## config.mk

```make
export PLATFORM = sky130hd
export DESIGN_NAME = low_side_driver_control_regs
export DESIGN_NICKNAME = d
export VERILOG_FILES = /design/src/hdl/lsd_pkg.sv /design/src/hdl/low_side_driver_control_regs.sv
export SDC_FILE = /design/constraint.sdc
export NUM_CORES = 1
export LEC_CHECK = 0
export BUFFER_PORTS_ARGS = -buffer_cell sky130_fd_sc_hd__buf_2
export CORE_UTILIZATION = 45
export DETAILED_ROUTE_END_ITERATION = 12
export PLACE_DENSITY_LB_ADDON = 0.05
export SETUP_SLACK_MARGIN = 0.4
export SLEW_MARGIN = 20
export SYNTH_ARGS = -nofsm -noshare
export SYNTH_HDL_FRONTEND = slang
export SYNTH_SLANG_ARGS = --single-unit
export TNS_END_PERCENT = 20
```

## constraint.sdc

```tcl
create_clock -name hclk -period 3.3 [get_ports hclk]
set_input_delay 0.33 -clock hclk [delete_from_list [all_inputs] [get_ports hclk]]
set_output_delay 0.33 -clock hclk [all_outputs]
set_load 0.03 [all_outputs]
```

## src/hdl/lsd_pkg.sv

```systemverilog
`default_nettype none
package lsd_pkg;
	// Address window of the bank
	localparam logic [31:0] BANK_BASE      = 32'h4001_C000;
	localparam logic [31:0] BANK_END       = 32'h4001_FFFF;
	// Register byte offsets
	localparam logic [13:0] OFS_CTRL       = 14'h0004;
	localparam logic [13:0] OFS_IRQ_STATUS = 14'h0008;
	localparam logic [13:0] OFS_IRQ_CLEAR  = 14'h000C;
	localparam logic [13:0] OFS_IRQ_ENABLE = 14'h0010;
	localparam logic [13:0] OFS_CH1_TRIM   = 14'h0018;
	localparam logic [13:0] OFS_PWM_SRC    = 14'h001C;
	localparam logic [13:0] OFS_CH2_TRIM   = 14'h0020;
	// Control field positions, channel two sits this far above channel one
	localparam int CH_STRIDE    = 16;
	localparam int BIT_ENABLE   = 0;
	localparam int BIT_PWM_MODE = 1;
	localparam int BIT_ON_CMD   = 2;
	localparam int BIT_OL_EN    = 3;
	localparam int BIT_EDGE     = 8;
	// Status field positions (channel one; channel two adds CH_STRIDE)
	localparam int BIT_OTPW_IS  = 4;
	localparam int BIT_OT_IS    = 5;
	localparam int BIT_OL_IS    = 6;
	localparam int BIT_OC_IS    = 7;
	localparam int BIT_OTPW_STS = 12;
	localparam int BIT_OT_STS   = 13;
	localparam int BIT_OL_STS   = 14;
	// Writable masks and reset values
	localparam logic [31:0] CTRL_MASK     = 32'h010F_010F;
	localparam logic [31:0] IRQ_MASK      = 32'h00F0_00F0;
	localparam logic [31:0] STS_MASK      = 32'h7000_7000;
	localparam logic [31:0] PWM_SRC_MASK  = 32'h0000_003F;
	localparam logic [31:0] CTRL_RESET    = 32'h0000_0000;
	localparam logic [31:0] IRQ_RESET     = 32'h0000_0000;
	localparam logic [31:0] TRIM_RESET    = 32'h0000_0000;
	localparam logic [31:0] PWM_SRC_RESET = 32'h0000_0000;
	// AHB encodings
	localparam logic [1:0] HTRANS_NONSEQ = 2'b10;
	localparam logic [1:0] HTRANS_SEQ    = 2'b11;
	// Per-channel power stage feedback and drive
	typedef struct packed {
		logic overcurrent;
		logic overtemp;
		logic overtemp_prewarn;
		logic open_load;
	} ch_sense_s;
	typedef struct packed {
		logic switch_on;
		logic enable;
		logic fast_edge;
		logic open_load_detect_en;
		logic pwm_selected;
	} ch_drive_s;
endpackage
`default_nettype wire
```

## src/hdl/low_side_driver_control_regs.sv

```systemverilog
// What this block does
// - Every register accepts byte-lane writes without disturbing other bytes.
// - The bank decodes addresses 4001C000 through 4001FFFF.
// - Control register at 0004, interrupt status at 0008.
// - Status clear register at 000C, interrupt enable at 0010.
// - Channel one trim at 0018, source select at 001C, channel two trim at 0020.
// - Control register resets to all zeros.
// - Enable bits at 0 and 16; one enables the channel.
// - Pulse-width mode bits at 1 and 17 gate the on/off bit with the source level.
// - With pulse-width mode clear, the source level is ignored; the on/off bit, with enable set, drives the output.
// - On/off bits at 2 and 18; one turns the switch on.
// - Open-load detect enable bits at 3 and 19.
// - Edge rate bits at 8 and 24; zero slow, one fast.
// - Overcurrent turns the switch off, sets its flag, clears on/off.
// - Drivers off in stop and sleep; configuration kept and restored after wake.
// - Edge rate setting applies in both normal and pulse-width modes.
`timescale 1ns/1ps
`default_nettype none
module low_side_driver_control_regs
	import lsd_pkg::*;
#(
	parameter int NUM_CH = 2
)(
	input  wire logic                 hclk,
	input  wire logic                 hresetn,
	input  wire logic                 hsel,
	input  wire logic [31:0]          haddr,
	input  wire logic [1:0]           htrans,
	input  wire logic                 hwrite,
	input  wire logic [2:0]           hsize,
	input  wire logic [31:0]          hwdata,
	input  wire logic                 hready,
	output logic                      hreadyout,
	output logic                      hresp,
	output logic [31:0]               hrdata,
	input  wire logic                 low_power_mode,
	input  wire logic [NUM_CH-1:0]    pwm_in,
	input  wire lsd_pkg::ch_sense_s   sense    [NUM_CH],
	output var lsd_pkg::ch_drive_s    drive    [NUM_CH],
	output logic [31:0]               ch1_trim,
	output logic [31:0]               ch2_trim,
	output logic [31:0]               pwm_source,
	output logic                      irq
);
	import lsd_pkg::*;

	// Control field of one channel; channel two sits CH_STRIDE bits higher
	// so both channels share one decode
	function automatic logic ctrl_bit(input logic [31:0] ctrl, input int ch, input int pos);
		return ctrl[ch*CH_STRIDE + pos];
	endfunction

	// Word decode shared by write strobes and read mux; the low two
	// address bits only pick byte lanes and never move the register
	function automatic logic ofs_hit(input logic [13:0] ofs, input logic [13:0] reg_ofs);
		return (ofs & 14'h3FFC) == reg_ofs;
	endfunction

	// Byte enables from size and low address bits
	// Halfwords pick the lower or upper pair; anything wider is a full word
	// since only 32-bit data paths exist here
	function automatic logic [3:0] lane_mask(input logic [2:0] size, input logic [1:0] a);
		logic [3:0] m;
		m = 4'h0;
		unique case (size)
			3'h0:    m = 4'h1 << a;
			3'h1:    m = a[1] ? 4'hC : 4'h3;
			default: m = 4'hF;
		endcase
		return m;
	endfunction

	// Merge write data into a register through byte lanes and a field mask
	// Masked bits always come back zero, which keeps reserved bits clean
	function automatic logic [31:0] merge(input logic [31:0] old, input logic [31:0] wd,
		input logic [3:0] be, input logic [31:0] fmask);
		logic [31:0] r;
		r = old;
		for (int i = 0; i < 4; i++)
			if (be[i])
				r[i*8 +: 8] = wd[i*8 +: 8];
		return r & fmask;
	endfunction

	// Register state
	logic [31:0] ctrl_r;
	logic [31:0] irq_status_r;
	logic [31:0] irq_enable_r;
	logic [31:0] ch1_trim_r;
	logic [31:0] ch2_trim_r;
	logic [31:0] pwm_src_r;
	logic [31:0] hrdata_r;
	// Address phase capture for the data phase
	logic        wr_pend_r;
	logic [13:0] wr_ofs_r;
	logic [3:0]  wr_be_r;
	// Decode and event terms
	logic        in_window;
	logic        wr_req;
	logic        rd_req;
	logic [13:0] req_ofs;
	logic [31:0] status_view;
	logic [NUM_CH-1:0] oc_set;
	logic [31:0] irq_set;
	logic [31:0] irq_clr;
	// Next values, one per register
	logic [31:0] ctrl_nxt;
	logic [31:0] irq_status_nxt;
	logic [31:0] irq_enable_nxt;
	logic [31:0] ch1_trim_nxt;
	logic [31:0] ch2_trim_nxt;
	logic [31:0] pwm_src_nxt;
	logic [31:0] hrdata_nxt;
	// Data phase write strobes, one per register
	logic        wr_ctrl;
	logic        wr_irq_clear;
	logic        wr_irq_enable;
	logic        wr_ch1_trim;
	logic        wr_ch2_trim;
	logic        wr_pwm_src;

	// Slave never inserts wait states
	// Every register is a plain flop, so there is nothing to wait for and
	// errors are never signalled; unmapped words just read zero
	assign hreadyout = 1'b1;
	assign hresp     = 1'b0;
	assign hrdata    = hrdata_r;

	// window decode
	// Outside the window the bank ignores the request entirely, so a stray
	// address can neither write nor disturb the stored read data
	assign in_window = (haddr >= BANK_BASE) && (haddr <= BANK_END);
	assign req_ofs   = haddr[13:0];
	assign rd_req    = hsel && hready && htrans[1] && !hwrite && in_window;

	// Address phase write request; reads are answered from the address phase
	assign wr_req = hsel && htrans[1] && hwrite && in_window;

	// Write pending flag for the data phase; a stalled bus holds it
	// Write data only arrives one cycle later, hence the capture
	always_ff @(posedge hclk or negedge hresetn)
	begin
		if (!hresetn)
			wr_pend_r <= 1'b0;
		else if (hready)
			wr_pend_r <= wr_req;
	end

	// Offset of the pending write
	always_ff @(posedge hclk or negedge hresetn)
	begin
		if (!hresetn)
			wr_ofs_r <= 14'h0000;
		else if (hready)
			wr_ofs_r <= req_ofs;
	end

	// byte lanes of the pending write
	always_ff @(posedge hclk or negedge hresetn)
	begin
		if (!hresetn)
			wr_be_r <= 4'h0;
		else if (hready)
			wr_be_r <= lane_mask(hsize, haddr[1:0]);
	end

	// Hardware events per channel; one cycle of a level sets its flag
	always_comb
	begin
		irq_set = 32'h0000_0000;
		for (int c = 0; c < NUM_CH; c++)
		begin
			irq_set[c*CH_STRIDE + BIT_OC_IS]   = sense[c].overcurrent;
			irq_set[c*CH_STRIDE + BIT_OT_IS]   = sense[c].overtemp;
			// Prewarning flags only, it never shuts the switch down
			irq_set[c*CH_STRIDE + BIT_OTPW_IS] = sense[c].overtemp_prewarn;
			// Open load only flags while its detection is switched on
			irq_set[c*CH_STRIDE + BIT_OL_IS]   = sense[c].open_load && ctrl_bit(ctrl_r, c, BIT_OL_EN);
		end
	end

	// faults that shut a switch down; overtemperature is treated alike
	always_comb
	begin
		oc_set = '0;
		for (int c = 0; c < NUM_CH; c++)
			oc_set[c] = sense[c].overcurrent || sense[c].overtemp;
	end

	// data phase strobes per register word
	// A byte write to offset 0006 still lands in the control word
	assign wr_ctrl       = wr_pend_r && ofs_hit(wr_ofs_r, OFS_CTRL);
	// Status and clear both take write-one-to-clear
	assign wr_irq_clear  = wr_pend_r && (ofs_hit(wr_ofs_r, OFS_IRQ_CLEAR) || ofs_hit(wr_ofs_r, OFS_IRQ_STATUS));
	assign wr_irq_enable = wr_pend_r && ofs_hit(wr_ofs_r, OFS_IRQ_ENABLE);
	assign wr_ch1_trim   = wr_pend_r && ofs_hit(wr_ofs_r, OFS_CH1_TRIM);
	assign wr_ch2_trim   = wr_pend_r && ofs_hit(wr_ofs_r, OFS_CH2_TRIM);
	assign wr_pwm_src    = wr_pend_r && ofs_hit(wr_ofs_r, OFS_PWM_SRC);

	// Write-one-to-clear terms from status or clear register
	assign irq_clr = wr_irq_clear ? merge(32'h0000_0000, hwdata, wr_be_r, IRQ_MASK) : 32'h0000_0000;

	// sticky flags; a new event wins over a clear in the same cycle
	// so a fault that is still present cannot be lost by a late clear
	assign irq_status_nxt = ((irq_status_r & ~irq_clr) | irq_set) & IRQ_MASK;

	// Sticky status register
	always_ff @(posedge hclk or negedge hresetn)
	begin
		if (!hresetn)
			irq_status_r <= IRQ_RESET;
		else
			irq_status_r <= irq_status_nxt;
	end

	// Live status bits beside the sticky flags
	// They follow the sense pins and are not sticky; software polls them
	// after clearing a flag to see whether the fault is still there
	always_comb
	begin
		status_view = irq_status_r;
		for (int c = 0; c < NUM_CH; c++)
		begin
			status_view[c*CH_STRIDE + BIT_OTPW_STS] = sense[c].overtemp_prewarn;
			status_view[c*CH_STRIDE + BIT_OT_STS]   = sense[c].overtemp;
			status_view[c*CH_STRIDE + BIT_OL_STS]   = sense[c].open_load;
		end
		status_view = status_view & (IRQ_MASK | STS_MASK);
	end

	// Control next value: bus write through lanes, then hardware clears
	always_comb
	begin
		ctrl_nxt = ctrl_r;
		// control at 0004; reserved bits masked
		if (wr_ctrl)
			ctrl_nxt = merge(ctrl_r, hwdata, wr_be_r, CTRL_MASK);
		// hardware clears on/off and wins over a write in the same cycle
		// so software cannot turn a channel back on through a live fault
		for (int c = 0; c < NUM_CH; c++)
			if (oc_set[c])
				ctrl_nxt[c*CH_STRIDE + BIT_ON_CMD] = 1'b0;
	end

	// Control register
	always_ff @(posedge hclk or negedge hresetn)
	begin
		if (!hresetn)
			ctrl_r <= CTRL_RESET;
		else
			ctrl_r <= ctrl_nxt;
	end

	// interrupt enable, same layout as the sticky flags
	// Masking a flag leaves it set; only the interrupt line drops
	assign irq_enable_nxt = wr_irq_enable ? merge(irq_enable_r, hwdata, wr_be_r, IRQ_MASK) : irq_enable_r;

	// Interrupt enable register
	always_ff @(posedge hclk or negedge hresetn)
	begin
		if (!hresetn)
			irq_enable_r <= IRQ_RESET;
		else
			irq_enable_r <= irq_enable_nxt;
	end

	// channel one trim, all 32 bits writable
	// The meaning of the trim bits lives in the analog stage
	assign ch1_trim_nxt = wr_ch1_trim ? merge(ch1_trim_r, hwdata, wr_be_r, 32'hFFFF_FFFF) : ch1_trim_r;

	// Channel one trim register
	always_ff @(posedge hclk or negedge hresetn)
	begin
		if (!hresetn)
			ch1_trim_r <= TRIM_RESET;
		else
			ch1_trim_r <= ch1_trim_nxt;
	end

	// channel two trim, all 32 bits writable
	assign ch2_trim_nxt = wr_ch2_trim ? merge(ch2_trim_r, hwdata, wr_be_r, 32'hFFFF_FFFF) : ch2_trim_r;

	// Channel two trim register
	always_ff @(posedge hclk or negedge hresetn)
	begin
		if (!hresetn)
			ch2_trim_r <= TRIM_RESET;
		else
			ch2_trim_r <= ch2_trim_nxt;
	end

	// pulse-width source select, only its low field is stored
	// Source decoding is left to the mux outside this bank
	assign pwm_src_nxt = wr_pwm_src ? merge(pwm_src_r, hwdata, wr_be_r, PWM_SRC_MASK) : pwm_src_r;

	// Source select register
	always_ff @(posedge hclk or negedge hresetn)
	begin
		if (!hresetn)
			pwm_src_r <= PWM_SRC_RESET;
		else
			pwm_src_r <= pwm_src_nxt;
	end

	// read mux; unmapped words in the window read zero
	always_comb
	begin
		hrdata_nxt = 32'h0000_0000;
		if (ofs_hit(req_ofs, OFS_CTRL))
			hrdata_nxt = ctrl_r;
		if (ofs_hit(req_ofs, OFS_IRQ_STATUS))
			hrdata_nxt = status_view;
		// The clear register is write only and reads zero
		if (ofs_hit(req_ofs, OFS_IRQ_CLEAR))
			hrdata_nxt = 32'h0000_0000;
		if (ofs_hit(req_ofs, OFS_IRQ_ENABLE))
			hrdata_nxt = irq_enable_r;
		if (ofs_hit(req_ofs, OFS_CH1_TRIM))
			hrdata_nxt = ch1_trim_r;
		if (ofs_hit(req_ofs, OFS_PWM_SRC))
			hrdata_nxt = pwm_src_r;
		if (ofs_hit(req_ofs, OFS_CH2_TRIM))
			hrdata_nxt = ch2_trim_r;
	end

	// Read data registered at the address phase, so it stands in the data phase
	// and holds until the next read; a write just before still shows old data
	always_ff @(posedge hclk or negedge hresetn)
	begin
		if (!hresetn)
			hrdata_r <= 32'h0000_0000;
		else if (rd_req)
			hrdata_r <= hrdata_nxt;
	end

	// Level interrupt from unmasked sticky flags; it stays high until
	// software clears the flag or masks it
	assign irq = |(irq_status_r & irq_enable_r);

	// Drive outputs to the power stage; straight from registers and pins so a
	// fault or a sleep request cuts the switch in the same cycle
	always_comb
	begin
		for (int c = 0; c < NUM_CH; c++)
		begin
			// enable, dropped while the device sleeps
			drive[c].enable              = ctrl_bit(ctrl_r, c, BIT_ENABLE) && !low_power_mode;
			drive[c].open_load_detect_en = ctrl_bit(ctrl_r, c, BIT_OL_EN);
			drive[c].fast_edge           = ctrl_bit(ctrl_r, c, BIT_EDGE);
			drive[c].pwm_selected        = ctrl_bit(ctrl_r, c, BIT_PWM_MODE);
			// pulse-width source gates the on command
			// low power forces off while the control bits are kept for wake
			drive[c].switch_on = ctrl_bit(ctrl_r, c, BIT_ENABLE) && ctrl_bit(ctrl_r, c, BIT_ON_CMD)
				&& !low_power_mode && !oc_set[c]
				&& (ctrl_bit(ctrl_r, c, BIT_PWM_MODE) ? pwm_in[c] : 1'b1);
		end
	end

	// Trim and source words go straight to the analog stage and source mux
	assign ch1_trim   = ch1_trim_r;
	assign ch2_trim   = ch2_trim_r;
	assign pwm_source = pwm_src_r;
endmodule
`default_nettype wire

```

# Word-level counts from Yosys, hierarchy flattened
# Index checks and enable logic that the tools add are counted.
# totals
ff_bits	147
output_inout_bits	141
elab_cells	120
input_bits	85
# op_classes
n_reduce_logical	56
muxes	20
shifts	1
magnitude_cmp	2
bitwise	4
n_eq_ne	15
# op_table
cell	count
32-bit 2-to-1 mux	5
12-bit by 3-bit == test with 1-bit output (second input constant)	6
24-bit bitwise AND	2
12-bit by 2-bit == test with 1-bit output (second input constant)	4
2-bit AND reduction	17
32-bit by 31-bit >= comparator with 1-bit output (second input constant)	1
32-bit by 31-bit <= comparator with 1-bit output (second input constant)	1
32-bit OR reduction	1
31-bit 2-to-1 mux	1
1-bit logical AND	26
25-bit 2-to-1 mux	1
12-bit by 1-bit == test with 1-bit output (second input constant)	2
12-bit by 4-bit == test with 1-bit output (second input constant)	2
24-bit 2-to-1 mux	1
24-bit inverter	1
24-bit bitwise OR	1
19-bit 2-to-1 mux	1
8-bit 2-to-1 mux	2
4-bit 2-to-1 mux	2
4-bit one-hot mux with 2 select lines	1
2-bit nonzero test	4
1-bit 2-to-1 mux	5
1-bit logical NOT	4
1-bit by 2-bit left shift with 4-bit output (first input constant)	1
4 further kinds	6

# Depth between registers and ports, before layout
# logic_depth
depth_word	8
depth_mapped	7
depth_no_buf	4

# Worst setup path before layout
# No wires, ideal clock.
# synth_path
path_type	register to output
from	register ctrl_r[16]
to	output port drive[4] in the netlist's numbering
path_slack_ns	0.450
n_path_buf	0
t_arrival_ns	2.520
t_required_ns	2.970
path_stages_with_launch	4
path_cell_list	dfrtp_1 > nor2b_1 > nand2_1 > a2111oi_0
# synth_rtl
element	line	text
start, declared	low_side_driver_control_regs.sv:86	logic [31:0] ctrl_r;
start signal, assigned	low_side_driver_control_regs.sv:251	ctrl_r <= ctrl_nxt;
end, declared	low_side_driver_control_regs.sv:39	output var lsd_pkg::ch_drive_s drive [NUM_CH],

# Worst setup path after layout
# layout_path
from	register wr_ofs_r[7]
to	register pwm_src_r[0] (netlist: pwm_source[0])
# layout_between
elab_chain_cells	3
# layout_lines
element	line	text
start, declared	low_side_driver_control_regs.sv:95	logic [13:0] wr_ofs_r;
start signal, assigned	low_side_driver_control_regs.sv:155	wr_ofs_r <= req_ofs;
12-bit by 3-bit == test with 1-bit output	low_side_driver_control_regs.sv:56	return (ofs & 14'h3FFC) == reg_ofs;
1-bit logical AND	low_side_driver_control_regs.sv:198	assign wr_pwm_src = wr_pend_r && ofs_hit(wr_ofs_r, OFS_PWM_SRC);
2-bit AND reduction (no line)	n/a	
end signal, assigned	low_side_driver_control_regs.sv:302	pwm_src_r <= pwm_src_nxt;
end, declared	low_side_driver_control_regs.sv:91	logic [31:0] pwm_src_r;
# Every way passes these cells.
# A chain may end at the register's enable or synchronous reset.

==> metrics.yaml <==
reg2reg_to: "pwm_source[0]"
grt_max_degree: 119
die_x_um: 127
ys_top_cells_by_count: "145 x dfrtp_1, 103 x mux2_2, 34 x buf_4"
vias_per_cell: 5.58
cp.required_ns: 3.59
finClkSkew_ns: 0.00856
drt_iter0_markers: 389
cts_tree: "yes"
synthArstFlopShare_pct: 100
synth.largest_area_cell: "dfrtp_1"
dp_hpwl_um: 13800
ant_nets: 0
synthCells: 553
crit_path_end_kind: "flip-flop"
ff2ff_setup_slack_ns: 0.78
synth.avg_cell_area_um2: 12.7
cts_buffers: 17
power_frac_comb_pct: 10.5
critPathCapture: "pwm_source[0]"
sw_frac_of_total_pct: 25.3
p_seq_share_pct: 45.3
relSlewSlack_pct: 35.6
crit_buf_inv: 1
slowest_delay_ns: 0.70
crit_fanout: 13
first_pass_iters: 4
syn_area_um2: 7010
drc_errors: 0
grt_pass1_vias: 5256
ys_ff_latch: 145
synth_top_cell_area_share_pct: 51.8
ir_drop_uv: 429
critical_path.cell_chain: "or4_1 > nor4_4 > buf_4 > nand3_1 > mux2_2"
nets: 830
final.setup.worst_slack_ns: 0.781
path_delay_family: "simple AND/OR/NAND/NOR gates"
rsz0062_at_grt: "false"
ys_warn_count: 0
grt.total_usage_pct: 24.7
synth-edff-count: 0
port_buffers: 196
tns_ns: 0
diodes: 0
setup_viol: 0
cp.arrival_ns: 2.81
critical_path_depth: 5
status: "finished, final reports clean"
grt_overflow_total: 0
synth.top_cells.by_area: "dfrtp_1 52%, mux2_2 17%, mux2_4 4.1%, buf_4 3.6%, a32o_1 2.0%"
hold_viol_final: 0
crit_path_start_kind: "flip-flop"
dr_total_vias: 5270
period_share_pct: 76.3
place.gp.congestion: 0.808
grt_pass1_wl_um: 30000
max_freq_mhz: 397
cts_setup_buffers: 0
insertion_delay_ns: 0.41
clk_pin_slew_worst_paths_ns: 0.06
r2r_cells: 5
start_util_pct: 46.1
period_needed_ns: 2.52
tightest_slew_ns: 0.966
hold_class: "input pin to async pin"
slew_viol_final: 0
crit_path_start: "wr_ofs_r[7]"
rows: 45
hold_buffers: 0
root_buffer: "clkbuf_16"
clock-sinks: 145
drive_above_1_share_pct: 48.8
power_density_nw_per_um2: 488
dieArea_um2: 16100
chipHeight_um: 127
io-pin-count: 226
rr_startpoint: "wr_ofs_r[7]"
leakage_nw: 4.18
htree_levels: 4
wl_per_cell_um: 20.4
critPathKind: "flip-flop to flip-flop"
slowest_stage: "or4_1"
drt_wl_total_um: 19200
cts_buffer_depth: 2
holdWs_ns: 0.0167
yosysSeqAreaShare_pct: 51.8
max_cap_violations: 0
core_um2: 15200
dp_slack_ns: 0.728
synth_most_common_cell: "dfrtp_1"
clkPwrFrac_pct: 44.2
cts_resized: 0
ys.flop_type: "dfrtp_1"
power.switching_mw: 1.06
synth_cell_type_count: 56
antenna_found_initial: 0
area_delta_synth_final_pct: 22.8
fillers: 1311
p_int_mw: 3.14
power_mw: 4.20
-- routing by layer --
layer / vias up / track usage, % / share of wire, %
met5: - / 0 / 0
met4: 0 / 5.46 / 1.0
met3: 11 / 6.28 / 6.6
met2: 182 / 38.7 / 47
met1: 2669 / 34.7 / 45
li1: 2408 / - / -
-- through the flow --
stage	util [%]	std cells	area (um2)
floorplan	-	579	7110
global placement	52.9	914	8040
detailed placement	52.9	914	8040
CTS	56.6	944	8610
global route	56.6	944	8610
finish	56.6	944	8610
-- cells in the final DEF (no fill, tap or decap), types with 6 or more instances in the layout --
| cell | Yosys | routed |
|---|---|---|
| clkbuf_8 | 0 | 7 |
| nand4_1 | 15 | 15 |
| o22ai_1 | 6 | 6 |
| a211oi_1 | 6 | 6 |
| buf_4 | 34 | 12 |
| and3b_1 | 6 | 6 |
| a22oi_1 | 16 | 16 |
| a21o_1 | 6 | 6 |
| mux2_4 | 19 | 19 |
| nand3_1 | 7 | 7 |
| conb_1 | 2 | 28 |
| mux2_2 | 103 | 103 |
| clkbuf_16 | 0 | 17 |
| a32o_1 | 14 | 14 |
| o21ai_0 | 25 | 25 |
| nand2_1 | 18 | 18 |
| o31ai_1 | 8 | 8 |
| inv_1 | 12 | 12 |
| a22o_1 | 8 | 8 |
| dfrtp_1 | 145 | 145 |
| buf_2 | 3 | 195 |
| a2bb2oi_1 | 6 | 6 |
| nor2b_1 | 10 | 10 |
| nor2_1 | 10 | 10 |
-- power by group through the flow --
stage | combinational, mW | sequential [mW] | clock [mW]
final | 0.442 | 1.90 | 1.86
after global routing | 0.479 | 1.91 | 1.97
after CTS | 0.446 | 1.90 | 1.89
after detailed placement | 0.445 | 1.93 | 0
after global placement | 0.437 | 1.93 | 0
after floorplan | 0.210 | 1.99 | 0
-- area by class of cell --
class                           count  area (um2)  share of cell area, %
Sequential cell                   145        3630                   42.2
Inverter                           12        45.0                  0.523
Clock buffer                       26         519                   6.03
Clock inverter                      4        48.8                  0.567
Multi-Input combinational cell    361        3050                   35.5
Tap cell                          188         235                   2.73
Timing Repair Buffer              208        1080                   12.5
-- registers in the layout, indices dropped and copies added (netlist names) --
register	count
ctrl_r	10
wr_be_r	4
ch1_trim	32
pwm_source	6
irq_status_r	8
wr_ofs_r	12
wr_pend_r	1
hrdata	32
irq_enable_r	8
ch2_trim	32
-- worst min-delay path by stage --
| stage | start | to | slack, ns | cells past startpoint |
|---|---|---|---|---|
| floorplan | hresetn | ch1_trim[0] | 0.03 | 0 |
| global route | hresetn | hrdata[19] | 0.10 | 1 |
| detailed placement | hrdata[31] | hrdata[31] | 0.49 | 1 |
| finish | hresetn | hrdata[19] | 0.02 | 1 |
| CTS | sense[1] | irq_status_r[20] | 0.11 | 2 |
| global placement | wr_ofs_r[7] | wr_ofs_r[7] | 0.48 | 1 |
-- cell families (layout without fill, tap and decap cells) --
group                  after synthesis  count (layout)  share of synthesized area (%)
AOI/OAI and AO/OA                  108             108                           11.3
and+or+nand+nor                     98              98                           9.12
other                                2              28                          0.107
buffers and inverters               73             250                           6.34
DFF                                145             145                           51.8
muxes                              127             127                           21.4
(Power assumes the default switching activity.)
